$ cat src/include/ssrp_defs.svh
/*
  Offsets, field positions, reset values and timing counts of the stop
  sequencer and ramp profile block. Assumes a 10 MHz control clock.
*/
`ifndef SSRP_DEFS_SVH
`define SSRP_DEFS_SVH

// timing: clock period, control tick time, derived tick cycle count
`define SSRP_CLK_PERIOD_NS 32'h64
`define SSRP_TICK_TIME_US  32'h3E8
`define SSRP_NS_PER_US     32'h3E8
`define SSRP_TICK_CYCLES   ((`SSRP_TICK_TIME_US * `SSRP_NS_PER_US) / `SSRP_CLK_PERIOD_NS)
`define SSRP_U_SHIFT       4
`define SSRP_MIN_STEP      32'h0000_0100
`define SSRP_PCT_FULL      40'h00_0000_0064

// register byte addresses
`define SSRP_A_CMD     8'h00
`define SSRP_A_CFG     8'h04
`define SSRP_A_TARGET  8'h08
`define SSRP_A_FMAX    8'h0C
`define SSRP_A_ACC_T   8'h10
`define SSRP_A_DEC_T   8'h14
`define SSRP_A_SLOPE   8'h18
`define SSRP_A_BRK_F   8'h1C
`define SSRP_A_PREBLK  8'h20
`define SSRP_A_BRK_T   8'h24
`define SSRP_A_BRK_AMT 8'h28
`define SSRP_A_RATED   8'h2C
`define SSRP_A_FOUT    8'h30
`define SSRP_A_STATUS  8'h34

// field positions
`define SSRP_CMD_RUN   0
`define SSRP_CMD_STOP  1
`define SSRP_CFG_METH  0
`define SSRP_CFG_ACC   2
`define SSRP_CFG_DEC   4
`define SSRP_CFG_REF   6
`define SSRP_SLOPE_END 8

// reset values
`define SSRP_TARGET_RST  16'h1770
`define SSRP_FMAX_RST    16'h1770
`define SSRP_ACC_T_RST   16'h2710
`define SSRP_DEC_T_RST   16'h2710
`define SSRP_BRK_F_RST   16'h01F4
`define SSRP_PREBLK_RST  16'h0064
`define SSRP_BRK_T_RST   16'h03E8
`define SSRP_BRK_AMT_RST 8'h32
`define SSRP_RATED_RST   16'h0064

`endif

$ cat src/include/ssrp_pkg.sv
/*
  Types of the stop sequencer and ramp profile block.
  Assumes ssrp_defs.svh for all numeric constants but the enum codes.
*/
package ssrp_pkg;
  // sequencer states, one-hot
  typedef enum logic [4:0] {
    ST_STOP   = 5'h01,
    ST_CALC   = 5'h02,
    ST_RUN    = 5'h04,
    ST_PREBLK = 5'h08,
    ST_BRAKE  = 5'h10
  } ssrp_st_type;
  // stop methods; code 3 acts as a ramped stop
  typedef enum logic [1:0] {
    SM_COAST = 2'h0,
    SM_RAMP  = 2'h1,
    SM_DCBRK = 2'h2
  } ssrp_stop_type;
  // ramp shapes; code 3 acts as linear
  typedef enum logic [1:0] {
    SH_LINEAR = 2'h0,
    SH_SCURVE = 2'h1,
    SH_UCURVE = 2'h2
  } ssrp_shape_type;
endpackage

$ cat src/hw/ssrp_div.sv
/*
  Serial restoring divider, one quotient bit per clock.
  Assumes the caller holds operands stable only in the start cycle and
  never divides by zero.
*/
`timescale 1ns/1ps
module ssrp_div #(
  parameter int W = 40
) (
  // clock and reset
  input  wire logic         clk,
  input  wire logic         rst_n,
  // request
  input  wire logic         start,
  input  wire logic [W-1:0] num,
  input  wire logic [W-1:0] den,
  // answer
  output logic              busy,
  output logic [W-1:0]      quo
);
  localparam int CW = $clog2(W + 1);
  typedef struct packed {
    logic          busy;
    logic [W-1:0]  q;
    logic [W:0]    r;
    logic [W-1:0]  d;
    logic [CW-1:0] cnt;
  } ssrp_div_type;

  if (W < 2) begin : g_chk
    $error("ssrp_div: W must be at least 2");
  end

  ssrp_div_type s_r;
  ssrp_div_type s_nxt;
  logic [W:0]   rsh;

  // one shift-subtract step per cycle; start restarts even when busy
  always_comb begin
    s_nxt = s_r;
    rsh   = {s_r.r[W-1:0], s_r.q[W-1]};
    if (start) begin
      s_nxt.busy = 1'b1;
      s_nxt.q    = num;
      s_nxt.r    = '0;
      s_nxt.d    = den;
      s_nxt.cnt  = CW'(W);
    end else if (s_r.busy) begin
      if (rsh >= {1'b0, s_r.d}) begin
        s_nxt.r = rsh - {1'b0, s_r.d};
        s_nxt.q = {s_r.q[W-2:0], 1'b1};
      end else begin
        s_nxt.r = rsh;
        s_nxt.q = {s_r.q[W-2:0], 1'b0};
      end
      s_nxt.cnt  = s_r.cnt - CW'(1);
      s_nxt.busy = (s_r.cnt != CW'(1));
    end
  end

  always_ff @(posedge clk) begin
    if (!rst_n) begin
      s_r <= '0;
    end else begin
      s_r <= s_nxt;
    end
  end

  assign busy = s_r.busy;
  assign quo  = s_r.q;
endmodule

$ cat src/hw/ssrp_top.sv
/*
  Stop sequencer and accel/decel profile generator for a drive frequency
  command. Assumes a plain register port, a 10 MHz clock, and a power stage
  that follows gate_en, out_freq, dc_brake_en and dc_current_ref.
*/
// Chosen here: the address map and the address-and-strobe port.
`timescale 1ns/1ps
`include "ssrp_defs.svh"
module ssrp_top #(
  parameter int TICK_CYCLES = `SSRP_TICK_CYCLES,
  parameter int U_SHIFT     = `SSRP_U_SHIFT
) (
  // clock and reset
  input  wire logic        clk,
  input  wire logic        rst_n,
  // register port
  input  wire logic [7:0]  addr,
  input  wire logic [31:0] wdata,
  input  wire logic        wr_en,
  input  wire logic        rd_en,
  output logic [31:0]      rdata,
  // power stage
  output logic             gate_en,
  output logic [15:0]      out_freq,
  output logic             dc_brake_en,
  output logic [15:0]      dc_current_ref,
  output logic             stopped
);
  import ssrp_pkg::*;

  if (TICK_CYCLES < 1 || TICK_CYCLES > 24'hFFFFFF || U_SHIFT < 1 || U_SHIFT > 15) begin : g_chk
    $error("ssrp_top: parameter out of range");
  end

  typedef struct packed {
    ssrp_st_type  st;
    logic [1:0]   method;
    logic [1:0]   acc_sh;
    logic [1:0]   dec_sh;
    logic         ref_delta;
    logic [15:0]  target;
    logic [15:0]  fmax;
    logic [15:0]  acc_t;
    logic [15:0]  dec_t;
    logic [7:0]   s_start;
    logic [7:0]   s_end;
    logic [15:0]  brk_f;
    logic [15:0]  preblk_t;
    logic [15:0]  brk_t;
    logic [7:0]   brk_amt;
    logic [15:0]  rated;
    logic         stop_req;
    logic         stopping;
    logic         accel;
    logic [1:0]   shape;
    logic [15:0]  goal;
    logic [31:0]  freq;
    logic [31:0]  step;
    logic [31:0]  cur;
    logic [31:0]  jup;
    logic [31:0]  jdn;
    logic [31:0]  rise;
    logic [31:0]  fall;
    logic [31:0]  total;
    logic [31:0]  tcnt;
    logic [23:0]  tcyc;
    logic [15:0]  tmr;
    logic [2:0]   didx;
    logic         dstart;
    logic [15:0]  dc_ref;
    logic         gate;
    logic         dc_en;
    logic         stp;
    logic [15:0]  fout;
    logic [31:0]  rdata;
  } ssrp_reg_type;

  localparam logic [23:0] TICK_LOAD = 24'(TICK_CYCLES - 1);
  localparam ssrp_reg_type RST_VAL = '{
    st: ST_STOP, method: SM_RAMP, acc_sh: SH_LINEAR, dec_sh: SH_LINEAR,
    target: `SSRP_TARGET_RST, fmax: `SSRP_FMAX_RST, acc_t: `SSRP_ACC_T_RST,
    dec_t: `SSRP_DEC_T_RST, brk_f: `SSRP_BRK_F_RST, preblk_t: `SSRP_PREBLK_RST,
    brk_t: `SSRP_BRK_T_RST, brk_amt: `SSRP_BRK_AMT_RST, rated: `SSRP_RATED_RST,
    stp: 1'b1, default: '0};

  ssrp_reg_type s_r;
  ssrp_reg_type n;
  logic         div_busy;
  logic [39:0]  div_q;
  logic [39:0]  dnum;
  logic [39:0]  dden;
  logic         tick;
  logic         calc;
  logic         run_wr;
  logic         stop_wr;
  logic         stop_cmd;
  logic [15:0]  fint;
  logic [15:0]  tsel;
  logic [15:0]  fref;
  logic [31:0]  goal_q;
  logic [31:0]  diff;
  logic [31:0]  stepe;
  logic [31:0]  c;

  // zero guard, used for divisors and counts
  function automatic logic [31:0] nz32(input logic [31:0] x);
    return (x == 32'h0) ? 32'h1 : x;
  endfunction

  // read mux; unmapped offsets read zero
  function automatic logic [31:0] reg_read(input logic [7:0] a);
    case (a)
      `SSRP_A_CFG:     return {25'h0, s_r.ref_delta, s_r.dec_sh, s_r.acc_sh, s_r.method};
      `SSRP_A_TARGET:  return {16'h0, s_r.target};
      `SSRP_A_FMAX:    return {16'h0, s_r.fmax};
      `SSRP_A_ACC_T:   return {16'h0, s_r.acc_t};
      `SSRP_A_DEC_T:   return {16'h0, s_r.dec_t};
      `SSRP_A_SLOPE:   return {16'h0, s_r.s_end, s_r.s_start};
      `SSRP_A_BRK_F:   return {16'h0, s_r.brk_f};
      `SSRP_A_PREBLK:  return {16'h0, s_r.preblk_t};
      `SSRP_A_BRK_T:   return {16'h0, s_r.brk_t};
      `SSRP_A_BRK_AMT: return {24'h0, s_r.brk_amt};
      `SSRP_A_RATED:   return {16'h0, s_r.rated};
      `SSRP_A_FOUT:    return {16'h0, s_r.fout};
      `SSRP_A_STATUS:  return {22'h0, s_r.stopping, s_r.stop_req, s_r.dc_en, s_r.gate, 1'b0, s_r.st};
      default:         return 32'h0;
    endcase
  endfunction

  ssrp_div #(.W(40)) u_div (
    .clk   (clk),
    .rst_n (rst_n),
    .start (s_r.dstart),
    .num   (dnum),
    .den   (dden),
    .busy  (div_busy),
    .quo   (div_q)
  );

  // shared ramp terms
  assign fint   = s_r.freq[31:16];
  assign tsel   = s_r.accel ? s_r.acc_t : s_r.dec_t;
  assign goal_q = {s_r.goal, 16'h0};
  assign diff   = s_r.accel ? goal_q - s_r.freq : s_r.freq - goal_q;
  assign stepe  = (s_r.step < `SSRP_MIN_STEP) ? `SSRP_MIN_STEP : s_r.step;
  assign fref   = s_r.ref_delta ? diff[31:16] : s_r.fmax;
  assign run_wr  = wr_en && (addr == `SSRP_A_CMD) && wdata[`SSRP_CMD_RUN];
  assign stop_wr = wr_en && (addr == `SSRP_A_CMD) && wdata[`SSRP_CMD_STOP];
  assign stop_cmd = s_r.stop_req | stop_wr;

  // divider operands, one division per setup slot
  always_comb begin
    dnum = 40'h0;
    dden = 40'h1;
    case (s_r.didx)
      3'h0: begin
        dnum = {8'h0, fref, 16'h0};
        dden = {8'h0, nz32({16'h0, tsel})};
      end
      3'h1: begin
        dnum = {16'h0, 24'(tsel) * 24'(s_r.s_start)};
        dden = `SSRP_PCT_FULL;
      end
      3'h2: begin
        dnum = {16'h0, 24'(tsel) * 24'(s_r.s_end)};
        dden = `SSRP_PCT_FULL;
      end
      3'h3: begin
        dnum = {8'h0, s_r.step};
        dden = {8'h0, nz32(s_r.rise)};
      end
      3'h4: begin
        dnum = {8'h0, s_r.step};
        dden = {8'h0, nz32(s_r.fall)};
      end
      3'h5: begin
        dnum = {16'h0, 24'(s_r.rated) * 24'(s_r.brk_amt)};
        dden = `SSRP_PCT_FULL;
      end
      default: ;
    endcase
  end

  // sequencer, ramp engine and register writes
  always_comb begin
    n        = s_r;
    calc     = 1'b0;
    c        = s_r.cur;
    tick     = (s_r.tcyc == 24'h0);
    n.tcyc   = tick ? TICK_LOAD : s_r.tcyc - 24'h1;
    n.dstart = 1'b0;
    n.rdata  = rd_en ? reg_read(addr) : 32'h0;
    n.stop_req = stop_cmd;
    unique case (s_r.st)
      ST_STOP: begin
        n.stop_req = 1'b0;
        if (run_wr) begin
          n.goal     = s_r.target;
          n.freq     = 32'h0;
          n.stopping = 1'b0;
          calc       = 1'b1;
        end
      end
      ST_CALC, ST_RUN: begin
        if (stop_cmd && !s_r.stopping) begin
          n.stop_req = 1'b0;
          if (s_r.method == SM_COAST) begin
            n.st   = ST_STOP;
            n.freq = 32'h0;
          end else begin
            n.stopping = 1'b1;
            if (s_r.method == SM_DCBRK) begin
              n.goal = (s_r.brk_f < fint) ? s_r.brk_f : fint;
            end else begin
              n.goal = 16'h0;
            end
            calc = 1'b1;
          end
        end else if (s_r.stopping) begin
          n.stop_req = 1'b0;
        end
        if (!calc && s_r.st == ST_STOP) begin
          n.st = ST_STOP;
        end else if (!calc && s_r.st == ST_CALC && n.st == ST_CALC) begin
          if (!s_r.dstart && !div_busy) begin
            case (s_r.didx)
              3'h0: n.step = div_q[31:0];
              3'h1: n.rise = div_q[31:0];
              3'h2: n.fall = div_q[31:0];
              3'h3: n.jup  = div_q[31:0];
              3'h4: n.jdn  = div_q[31:0];
              default: n.dc_ref = div_q[15:0];
            endcase
            if (s_r.didx == 3'h5) begin
              n.st = ST_RUN;
              n.total = {16'h0, tsel} + (s_r.rise >> 1) + (s_r.fall >> 1);
            end else begin
              n.didx   = s_r.didx + 3'h1;
              n.dstart = 1'b1;
            end
          end
        end else if (!calc && s_r.st == ST_RUN && n.st == ST_RUN) begin
          if (!s_r.stopping && s_r.target != s_r.goal) begin
            n.goal = s_r.target;
            calc   = 1'b1;
          end else if (tick && diff == 32'h0) begin
            if (s_r.stopping && s_r.method == SM_DCBRK) begin
              n.st  = ST_PREBLK;
              n.tmr = 16'h0;
            end else if (s_r.stopping) begin
              n.st = ST_STOP;
            end
          end else if (tick) begin
            case (s_r.shape)
              SH_SCURVE: begin
                if (s_r.tcnt < s_r.rise) begin
                  c = (s_r.cur + s_r.jup > stepe) ? stepe : s_r.cur + s_r.jup;
                end else if (s_r.tcnt + s_r.fall >= s_r.total) begin
                  c = (s_r.cur > s_r.jdn + `SSRP_MIN_STEP) ? s_r.cur - s_r.jdn : `SSRP_MIN_STEP;
                end else begin
                  c = stepe;
                end
              end
              SH_UCURVE: begin
                c = diff >> U_SHIFT;
                if (c < `SSRP_MIN_STEP) begin
                  c = `SSRP_MIN_STEP;
                end
              end
              default: begin
                c = stepe;
              end
            endcase
            n.cur  = c;
            n.tcnt = s_r.tcnt + 32'h1;
            if (c >= diff) begin
              n.freq = goal_q;
            end else begin
              n.freq = s_r.accel ? s_r.freq + c : s_r.freq - c;
            end
          end
        end
      end
      ST_PREBLK: begin
        n.stop_req = 1'b0;
        n.freq     = 32'h0;
        if (tick) begin
          if (s_r.tmr + 16'h1 >= s_r.preblk_t) begin
            n.st  = ST_BRAKE;
            n.tmr = 16'h0;
          end else begin
            n.tmr = s_r.tmr + 16'h1;
          end
        end
      end
      ST_BRAKE: begin
        n.stop_req = 1'b0;
        if (tick) begin
          if (s_r.tmr + 16'h1 >= s_r.brk_t) begin
            n.st = ST_STOP;
          end else begin
            n.tmr = s_r.tmr + 16'h1;
          end
        end
      end
    endcase
    // setup restart: direction, shape and divisions
    if (calc) begin
      n.st     = ST_CALC;
      n.didx   = 3'h0;
      n.dstart = 1'b1;
      n.tcnt   = 32'h0;
      n.cur    = 32'h0;
      n.accel  = ({n.goal, 16'h0} > n.freq);
      n.shape  = ({n.goal, 16'h0} > n.freq) ? s_r.acc_sh : s_r.dec_sh;
    end
    // register writes; config may change at any time
    if (wr_en) begin
      case (addr)
        `SSRP_A_CFG: begin
          n.method    = wdata[`SSRP_CFG_METH +: 2];
          n.acc_sh    = wdata[`SSRP_CFG_ACC +: 2];
          n.dec_sh    = wdata[`SSRP_CFG_DEC +: 2];
          n.ref_delta = wdata[`SSRP_CFG_REF];
        end
        `SSRP_A_TARGET:  n.target   = wdata[15:0];
        `SSRP_A_FMAX:    n.fmax     = wdata[15:0];
        `SSRP_A_ACC_T:   n.acc_t    = wdata[15:0];
        `SSRP_A_DEC_T:   n.dec_t    = wdata[15:0];
        `SSRP_A_SLOPE: begin
          n.s_start = wdata[7:0];
          n.s_end   = wdata[`SSRP_SLOPE_END +: 8];
        end
        `SSRP_A_BRK_F:   n.brk_f    = wdata[15:0];
        `SSRP_A_PREBLK:  n.preblk_t = wdata[15:0];
        `SSRP_A_BRK_T:   n.brk_t    = wdata[15:0];
        `SSRP_A_BRK_AMT: n.brk_amt  = wdata[7:0];
        `SSRP_A_RATED:   n.rated    = wdata[15:0];
        default: ;
      endcase
    end
    n.gate  = (n.st == ST_CALC) || (n.st == ST_RUN) || (n.st == ST_BRAKE);
    n.dc_en = (n.st == ST_BRAKE);
    n.stp   = (n.st == ST_STOP);
    n.fout  = ((n.st == ST_CALC) || (n.st == ST_RUN)) ? n.freq[31:16] : 16'h0;
  end

  always_ff @(posedge clk) begin
    if (!rst_n) begin
      s_r <= RST_VAL;
    end else begin
      s_r <= n;
    end
  end

  assign rdata          = s_r.rdata;
  assign gate_en        = s_r.gate;
  assign out_freq       = s_r.fout;
  assign dc_brake_en    = s_r.dc_en;
  assign dc_current_ref = s_r.dc_ref;
  assign stopped        = s_r.stp;

  logic [31:0] exp_f;
  always_ff @(posedge clk) begin
    exp_f <= s_r.accel ? s_r.freq + stepe : s_r.freq - stepe;
  end
endmodule

$ cat config.mk
export PLATFORM = sky130hd
export DESIGN_NAME = ssrp_top
export DESIGN_NICKNAME = d
export VERILOG_FILES = /design/src/include/ssrp_pkg.sv /design/src/hw/ssrp_div.sv /design/src/hw/ssrp_top.sv
export VERILOG_INCLUDE_DIRS = /design/src /design/src/include
export SDC_FILE = /design/constraint.sdc
export NUM_CORES = 2
export LEC_CHECK = 0
export BUFFER_PORTS_ARGS = -buffer_cell sky130_fd_sc_hd__buf_2
export CORE_UTILIZATION = 50
export CTS_BUF_LIST = sky130_fd_sc_hd__clkbuf_8
export CTS_CLUSTER_DIAMETER = 80
export CTS_CLUSTER_SIZE = 24
export DETAILED_ROUTE_END_ITERATION = 8
export GPL_ROUTABILITY_DRIVEN = 0
export GPL_TIMING_DRIVEN = 0
export PLACE_DENSITY = 0.74
export REMOVE_ABC_BUFFERS = 1
export SLEW_MARGIN = 20
export SYNTH_ARGS = -nofsm -noshare
export SYNTH_HDL_FRONTEND = slang
export SYNTH_SLANG_ARGS = --single-unit
export TNS_END_PERCENT = 10
$ cat constraint.sdc
create_clock -name clk -period 14.3 [get_ports clk]
set_clock_uncertainty 0.05 [all_clocks]
set_input_delay 2.145 -clock clk [delete_from_list [all_inputs] [get_ports clk]]
set_output_delay 2.145 -clock clk [all_outputs]
set_load 0.01 [all_outputs]
Word-level counts from Yosys, hierarchy flattened:

Cells that the tools add are included.

* flip-flop bits (word level): 712
* bits of input ports: 44
* output and inout port bits: 67
* word-level logic and storage cells: 312

* $add $sub $neg: 16
* multipliers: 3
* order comparisons: 12
* equality and inequality tests: 46
* mux-type cells: 118
* bitwise gates (word level): 8
* reductions and logical operators: 62

Operator list (number)
* 32-bit 2-to-1 mux: 39
* 160-bit 2-to-1 mux: 2
* 304-bit 2-to-1 mux: 1
* 16-bit 2-to-1 mux: 17
* 16-bit one-hot mux with 13 select lines: 1
* 48-bit 2-to-1 mux: 4
* 82-bit 2-to-1 mux: 2
* 32-bit one-hot mux with 5 select lines: 1
* 32-bit one-hot mux with 4 select lines: 1
* 32-bit subtractor: 4
* 32-bit adder: 3
* 32-bit > comparator: 3
* 32-bit zero test: 3
* 32-bit one-hot mux with 3 select lines: 1
* 5-bit 2-to-1 mux: 17
* 16-bit by 8-bit multiplier with 24-bit output: 3
* 32-bit greater-or-equal comparator: 2
* 32-bit one-hot mux with 2 select lines: 1
* 8-bit by 6-bit == test with 1-bit output, second input constant: 6
* 16-bit one-hot mux with 3 select lines: 1
* 42-bit 2-to-1 mux: 1
* 41-bit by 40-bit greater-or-equal comparator with 1-bit output: 1
* 41-bit by 40-bit subtractor with 41-bit output: 1
* 20-bit 2-to-1 mux: 2
* 60 further kinds: 148

Logic depth before layout (Yosys ltp):

* depth after elaboration: 26
* depth in mapped cells: 66
* gate-level depth less buffers: 64

Modules after synthesis:

From an unflattened synthesis, not the netlist that was laid out.

* cell total of the unflattened synthesis: 8173
* area, all modules: 62822.8 µm²

Modules (own cells, without submodules)
* ssrp_top: times used 1, cells each 7142, area an instance 54611.1 µm², seq. area each 11370.9 µm²
* ssrp_div: times used 1, cells each 1031, area an instance 8211.6 µm², seq. area each 2542.4 µm²

Least setup slack after synthesis:

OpenSTA, ideal clock, no wires.

* path kind: register -> register
* start: register s_r[112] (netlist name)
* end: register s_r[416] (netlist name)
* library setup time: 132 ps
* data arrival time: 11390 ps
* required time: 14118 ps
* path slack: 2728 ps
* stages on the path, launching flop included: 58
* clock period less this slack: 11572 ps
* cells stage by stage: dfxtp_1 > ha_1 > a21o_1 > a21oi_1 > o21ai_0 > a21oi_1 > o21a_1 > o21ai_0 > o41ai_1 > o21ai_0 > o21ai_0 > o2111a_1 > nor3_1 > nand4_1 > a41o_1 > nand2b_1 > a21oi_1 > xnor2_1 > (+22 left out) > o21ai_0 > o2111ai_1 > a31o_2 > o21ai_0 > o22ai_1 > a31o_2 > xor2_1 > a311o_1 > a2111oi_4 > nor2_2 > ha_1 > nand4_1 > or4_1 > a221oi_1 > nand3_1 > o31ai_2 > mux2i_1 > a211oi_1

* longest elaborated chain between the ends: 24

RTL lines
* from (decl): RTL line ssrp_top.sv:86 `ssrp_reg_type s_r;`
* from (signal assigned): RTL line ssrp_top.sv:352 `s_r <= n;`
* 32-bit adder: RTL line ssrp_top.sv:258 `end else if (s_r.tcnt + s_r.fall >= s_r.total) begin`
* 32-bit greater-or-equal comparator: RTL line ssrp_top.sv:258
* 32-bit 2-to-1 mux: RTL line ssrp_top.sv:258
* 32-bit 2-to-1 mux (*): RTL line ssrp_top.sv:256 `if (s_r.tcnt < s_r.rise) begin`
* 32-bit one-hot mux with 2 select lines (*): RTL line ssrp_top.sv:254 `case (s_r.shape)`
* 32-bit 2-to-1 mux (*): RTL line ssrp_top.sv:253 `end else if (tick) begin`
* 32-bit 2-to-1 mux (*): RTL line ssrp_top.sv:246 `end else if (tick && diff == 32'h0) begin`
* 32-bit 2-to-1 mux (*): RTL line ssrp_top.sv:243 `if (!s_r.stopping && s_r.target != s_r.goal) begin`
* (+8 left out)
* 32-bit 2-to-1 mux (*): RTL line ssrp_top.sv:246
* 32-bit 2-to-1 mux (*): RTL line ssrp_top.sv:243
* 48-bit 2-to-1 mux (*): RTL line ssrp_top.sv:242 `end else if (!calc && s_r.st == ST_RUN && n.st == ST_RUN) begin`
* 48-bit 2-to-1 mux (*): RTL line ssrp_top.sv:224 `end else if (!calc && s_r.st == ST_CALC && n.st == ST_CALC) begin`
* 304-bit 2-to-1 mux (*): RTL line ssrp_top.sv:222 `if (!calc && s_r.st == ST_STOP) begin`
* 32-bit one-hot mux with 3 select lines (*): RTL line ssrp_top.sv:194 `unique case (s_r.st)`
* 32-bit > comparator (*): RTL line ssrp_top.sv:315 `n.shape = ({n.goal, 16'h0} > n.freq) ? s_r.acc_sh : s_r.dec_sh;`
* 2-bit 2-to-1 mux (*): RTL line ssrp_top.sv:315

Mark *: on every way between the ends. The rest lies on a longest branch, timed or not. The select of a mux whose other input is x is not followed.
A chain may end at the register's enable or synchronous reset.

Final worst setup path:

* start: register s_r[111] (netlist name)
* end: register s_r[416] (netlist name)

The elaborated chain is that of the path after synthesis.

==> results by group <==
Clock tree
  • CTS H-tree depth: 2
  • Root Driver: clkbuf_8
  • Clk Latency, worst-skew pair: 0.81 ns
  • TritonCTS clock tree: built
  • Clk pin slew, worst setup/hold paths: ~0.16 ns
  • Cts hold-fix bufs: 0
  • Clk buf depth: 3
  • CTS Sinks: slightly below 700
  • CTS Buf Count: 44

Finish
  • Finished Core Util: 0.525
  • Most frequent cells in the layout: nand2_1, dfxtp_1, inv_1
  • Area delta synth->final: 4.07%
  • Fin cells: 9,064
  • Share of post-route cells with drive strength above 1: 0.0474
  • Nets@finish: ~8,300
  • Filler cells: 11,300
  • Most common cell after layout, fill and taps aside: nand2_1

Detailed routing
  • Initial DRC count: 6,555
  • Drt first pass iters: 9
  • Vias: approximately 56,000
  • Vias/cell: 6.19
  • DRC: 0
  • Routed WL: 192,000 µm
  • Wire per inst: 21.2 µm
  • Detail Route Antenna Nets: 0

STA
  • FMAX: 73.5 MHz
  • Final hold vios: 0
  • Worst slew margin: 0.223
  • Worst Tran Pin Value: 1.16 ns
  • # setup viols final: 0
  • RSZ-0062 raised after global routing: no
  • Period utilization: 0.951
  • Setup TNS: 0 ns
  • Final min period: 13.61 ns
  • Final Max Tran Viols: 0

Yosys
  • Top_reg_cell synth: dfxtp_1
  • Synth Instances: 7,703
  • Top cell type's share of synthesized area: 0.228
  • Post-Syn Area: 0.0604 mm²
  • Ys async rst share: 0
  • Largest area contributor in the netlist: dfxtp_1
  • EDFF count, synth: 0
  • Seq cells post-synth: 687
  • Ys Warns: 0
  • Register area share after synthesis: 0.228
  • Avg Inst Size Synth: 7.84 µm²
  • Synth cell types: 112
  • Synth area leaders: dfxtp_1, ha_1, fa_1, nand2_1, a21oi_1

Floorplan
  • Starting density of the core: 0.504
  • # IOs: 111
  • Core Rows: 127
  • Core area: between 0.1 and 0.15 mm²
  • DIE AREA: roughly 0.12 mm²
  • Die height: 350 µm
  • Die width: 350 µm

Setup path
  • R2r setup slk: 0.69 ns
  • RR Startpoint: s_r[111]
  • Crit-path max cell delay: about 0.6 ns
  • Worst Reg-to-Reg Cells: 63
  • Worst reg2reg path endpoint: s_r[416]
  • Worst Path Required: 14.94 ns
  • WS Path Type: flop to flop
  • Worst EP arrival: approximately 14 ns
  • CP startpoint kind: flop
  • Critical path capture point type: flop
  • Critical path's slowest cell: or4_1
  • Worst-path maximum fanout: 12

Power and ir drop
  • Power Total: 3.30 mW
  • PwrDens: 52.5 mW/mm²
  • P_leak: 27.2 nW
  • Worst IR drop on VDD: 0.000126 V

Global routing
  • Global-route wire length before repair: 295,000 µm
  • Vias in the first global route: 52,200
  • Global Route Usage Sum: 0.305
  • Pin count of the biggest net entering global routing: 138
  • Total congestion overflow: 0
  • Initial antenna violation count: 6

Min path
  • Worst Hold Depth: 2
  • Min-Delay Endpoint: s_r[147]
  • Hold path start: s_r[147]
  • Hold Crit Class: flop to flop

Placed design
  • Cells after DPL: approximately 9,000
  • IO Port Bufs: 78
  • Dpl hpwl: approximately 150,000 µm

Run status
  • Status: completed

Flow run
  • MaxCap Viol Count: 0
sequential cells by signal (all words and copies together) (netlist names):
register / cells
dc_brake_en: 1
dc_current_ref: 16
fint: 16
gate_en: 1
goal_q: 16
out_freq: 16
rdata: 16
s_r: 485
stopped: 1
u_div.busy: 1
u_div.quo: 40
u_div.rsh: 40
u_div.s_r: 38
layout make-up:
class                           instances  area, µm²  share of cell area
Multi-Input combinational cell       5956      42800               0.680
Sequential cell                       687      13800               0.219
Inverter                              615       2320              0.0368
Tap cell                             1612       2020              0.0321
Timing Repair Buffer                  118       1000              0.0159
Clock buffer                           48        661              0.0105
Clock inverter                         26        324             0.00515
Antenna cell                            2       5.00           0.0000796
repair_timing:
| item | in CTS | in global routing |
|---|---|---|
| resized for setup | 8 | 29 |
| setup buffers | 0 | 6 |
| endpoints found under the setup margin | 3 | 3 |
| pin swaps | 0 | 10 |
how the worst max path moves through the flow:
stage,start,end,cells past startpoint
finish,s_r[111],s_r[416],63
global route,s_r[112],s_r[416],62
CTS,s_r[112],s_r[416],57
detailed placement,s_r[112],s_r[416],58
global placement,s_r[112],s_r[416],47
floorplan,s_r[112],s_r[416],55
layer usage:
layer / global-route usage / wire length [µm] / part of all wire
met1: 0.396 / 76100 / 0.40
met2: 0.468 / 81900 / 0.43
met3: 0.0562 / 20000 / 0.10
met4: 0.189 / 14000 / 0.073
met5: 0 / 45 / 0.00023
cells by family after synthesis:
logic type / synth area share
and+or+nand+nor: 0.207
AOI/OAI and AO/OA: 0.197
buffers and inverters: 0.0713
adders and majority gates: 0.214
DFF: 0.228
xor gates and xnor gates: 0.0536
muxes: 0.0293
other: 0.0000621
cell usage after synthesis, types with 92 or more instances:
master and instances:
nand2_1 1186, dfxtp_1 687, inv_1 613, ha_1 594
a21oi_1 590, nor2_1 557, clkbuf_1 343, o21ai_0 303
fa_1 275, and2_1 227, xnor2_1 206, xor2_1 164
mux2i_1 152, nand3_1 151, a21o_1 131, nor3_1 105
a21boi_0 92
per-stage QoR:
stage	instance area, µm²	hold WS, ns	worst slack (ns)
after global routing	62900	0.430	0.0447
after global placement	60900	0.390	-4.38
after CTS	62700	0.411	0.0702
final	62900	0.411	0.694
after floorplan	58500	0.382	1.11
after detailed placement	61700	0.393	-1.11
report_power, final:
part	internal [mW]	total, mW	switching (mW)	leakage, nW
sequential	1.94	1.97	0.0256	5.54
combinational	0.0774	0.221	0.143	21.1
clock	0.353	1.11	0.761	0.499
worst max-delay path, delay by kind of cell (launching register included):
| family | cells | cell delay, ns |
|---|---|---|
| muxes | 1 | 0.19 |
| buffers and inverters | 5 | 0.85 |
| xor gates and xnor gates | 3 | 0.57 |
| DFF | 1 | 0.42 |
| and+or+nand+nor | 19 | 3.49 |
| adders and majority gates | 5 | 1.64 |
| AOI/OAI and AO/OA | 30 | 6.25 |
No activity file was read; power rests on OpenSTA's default activity.
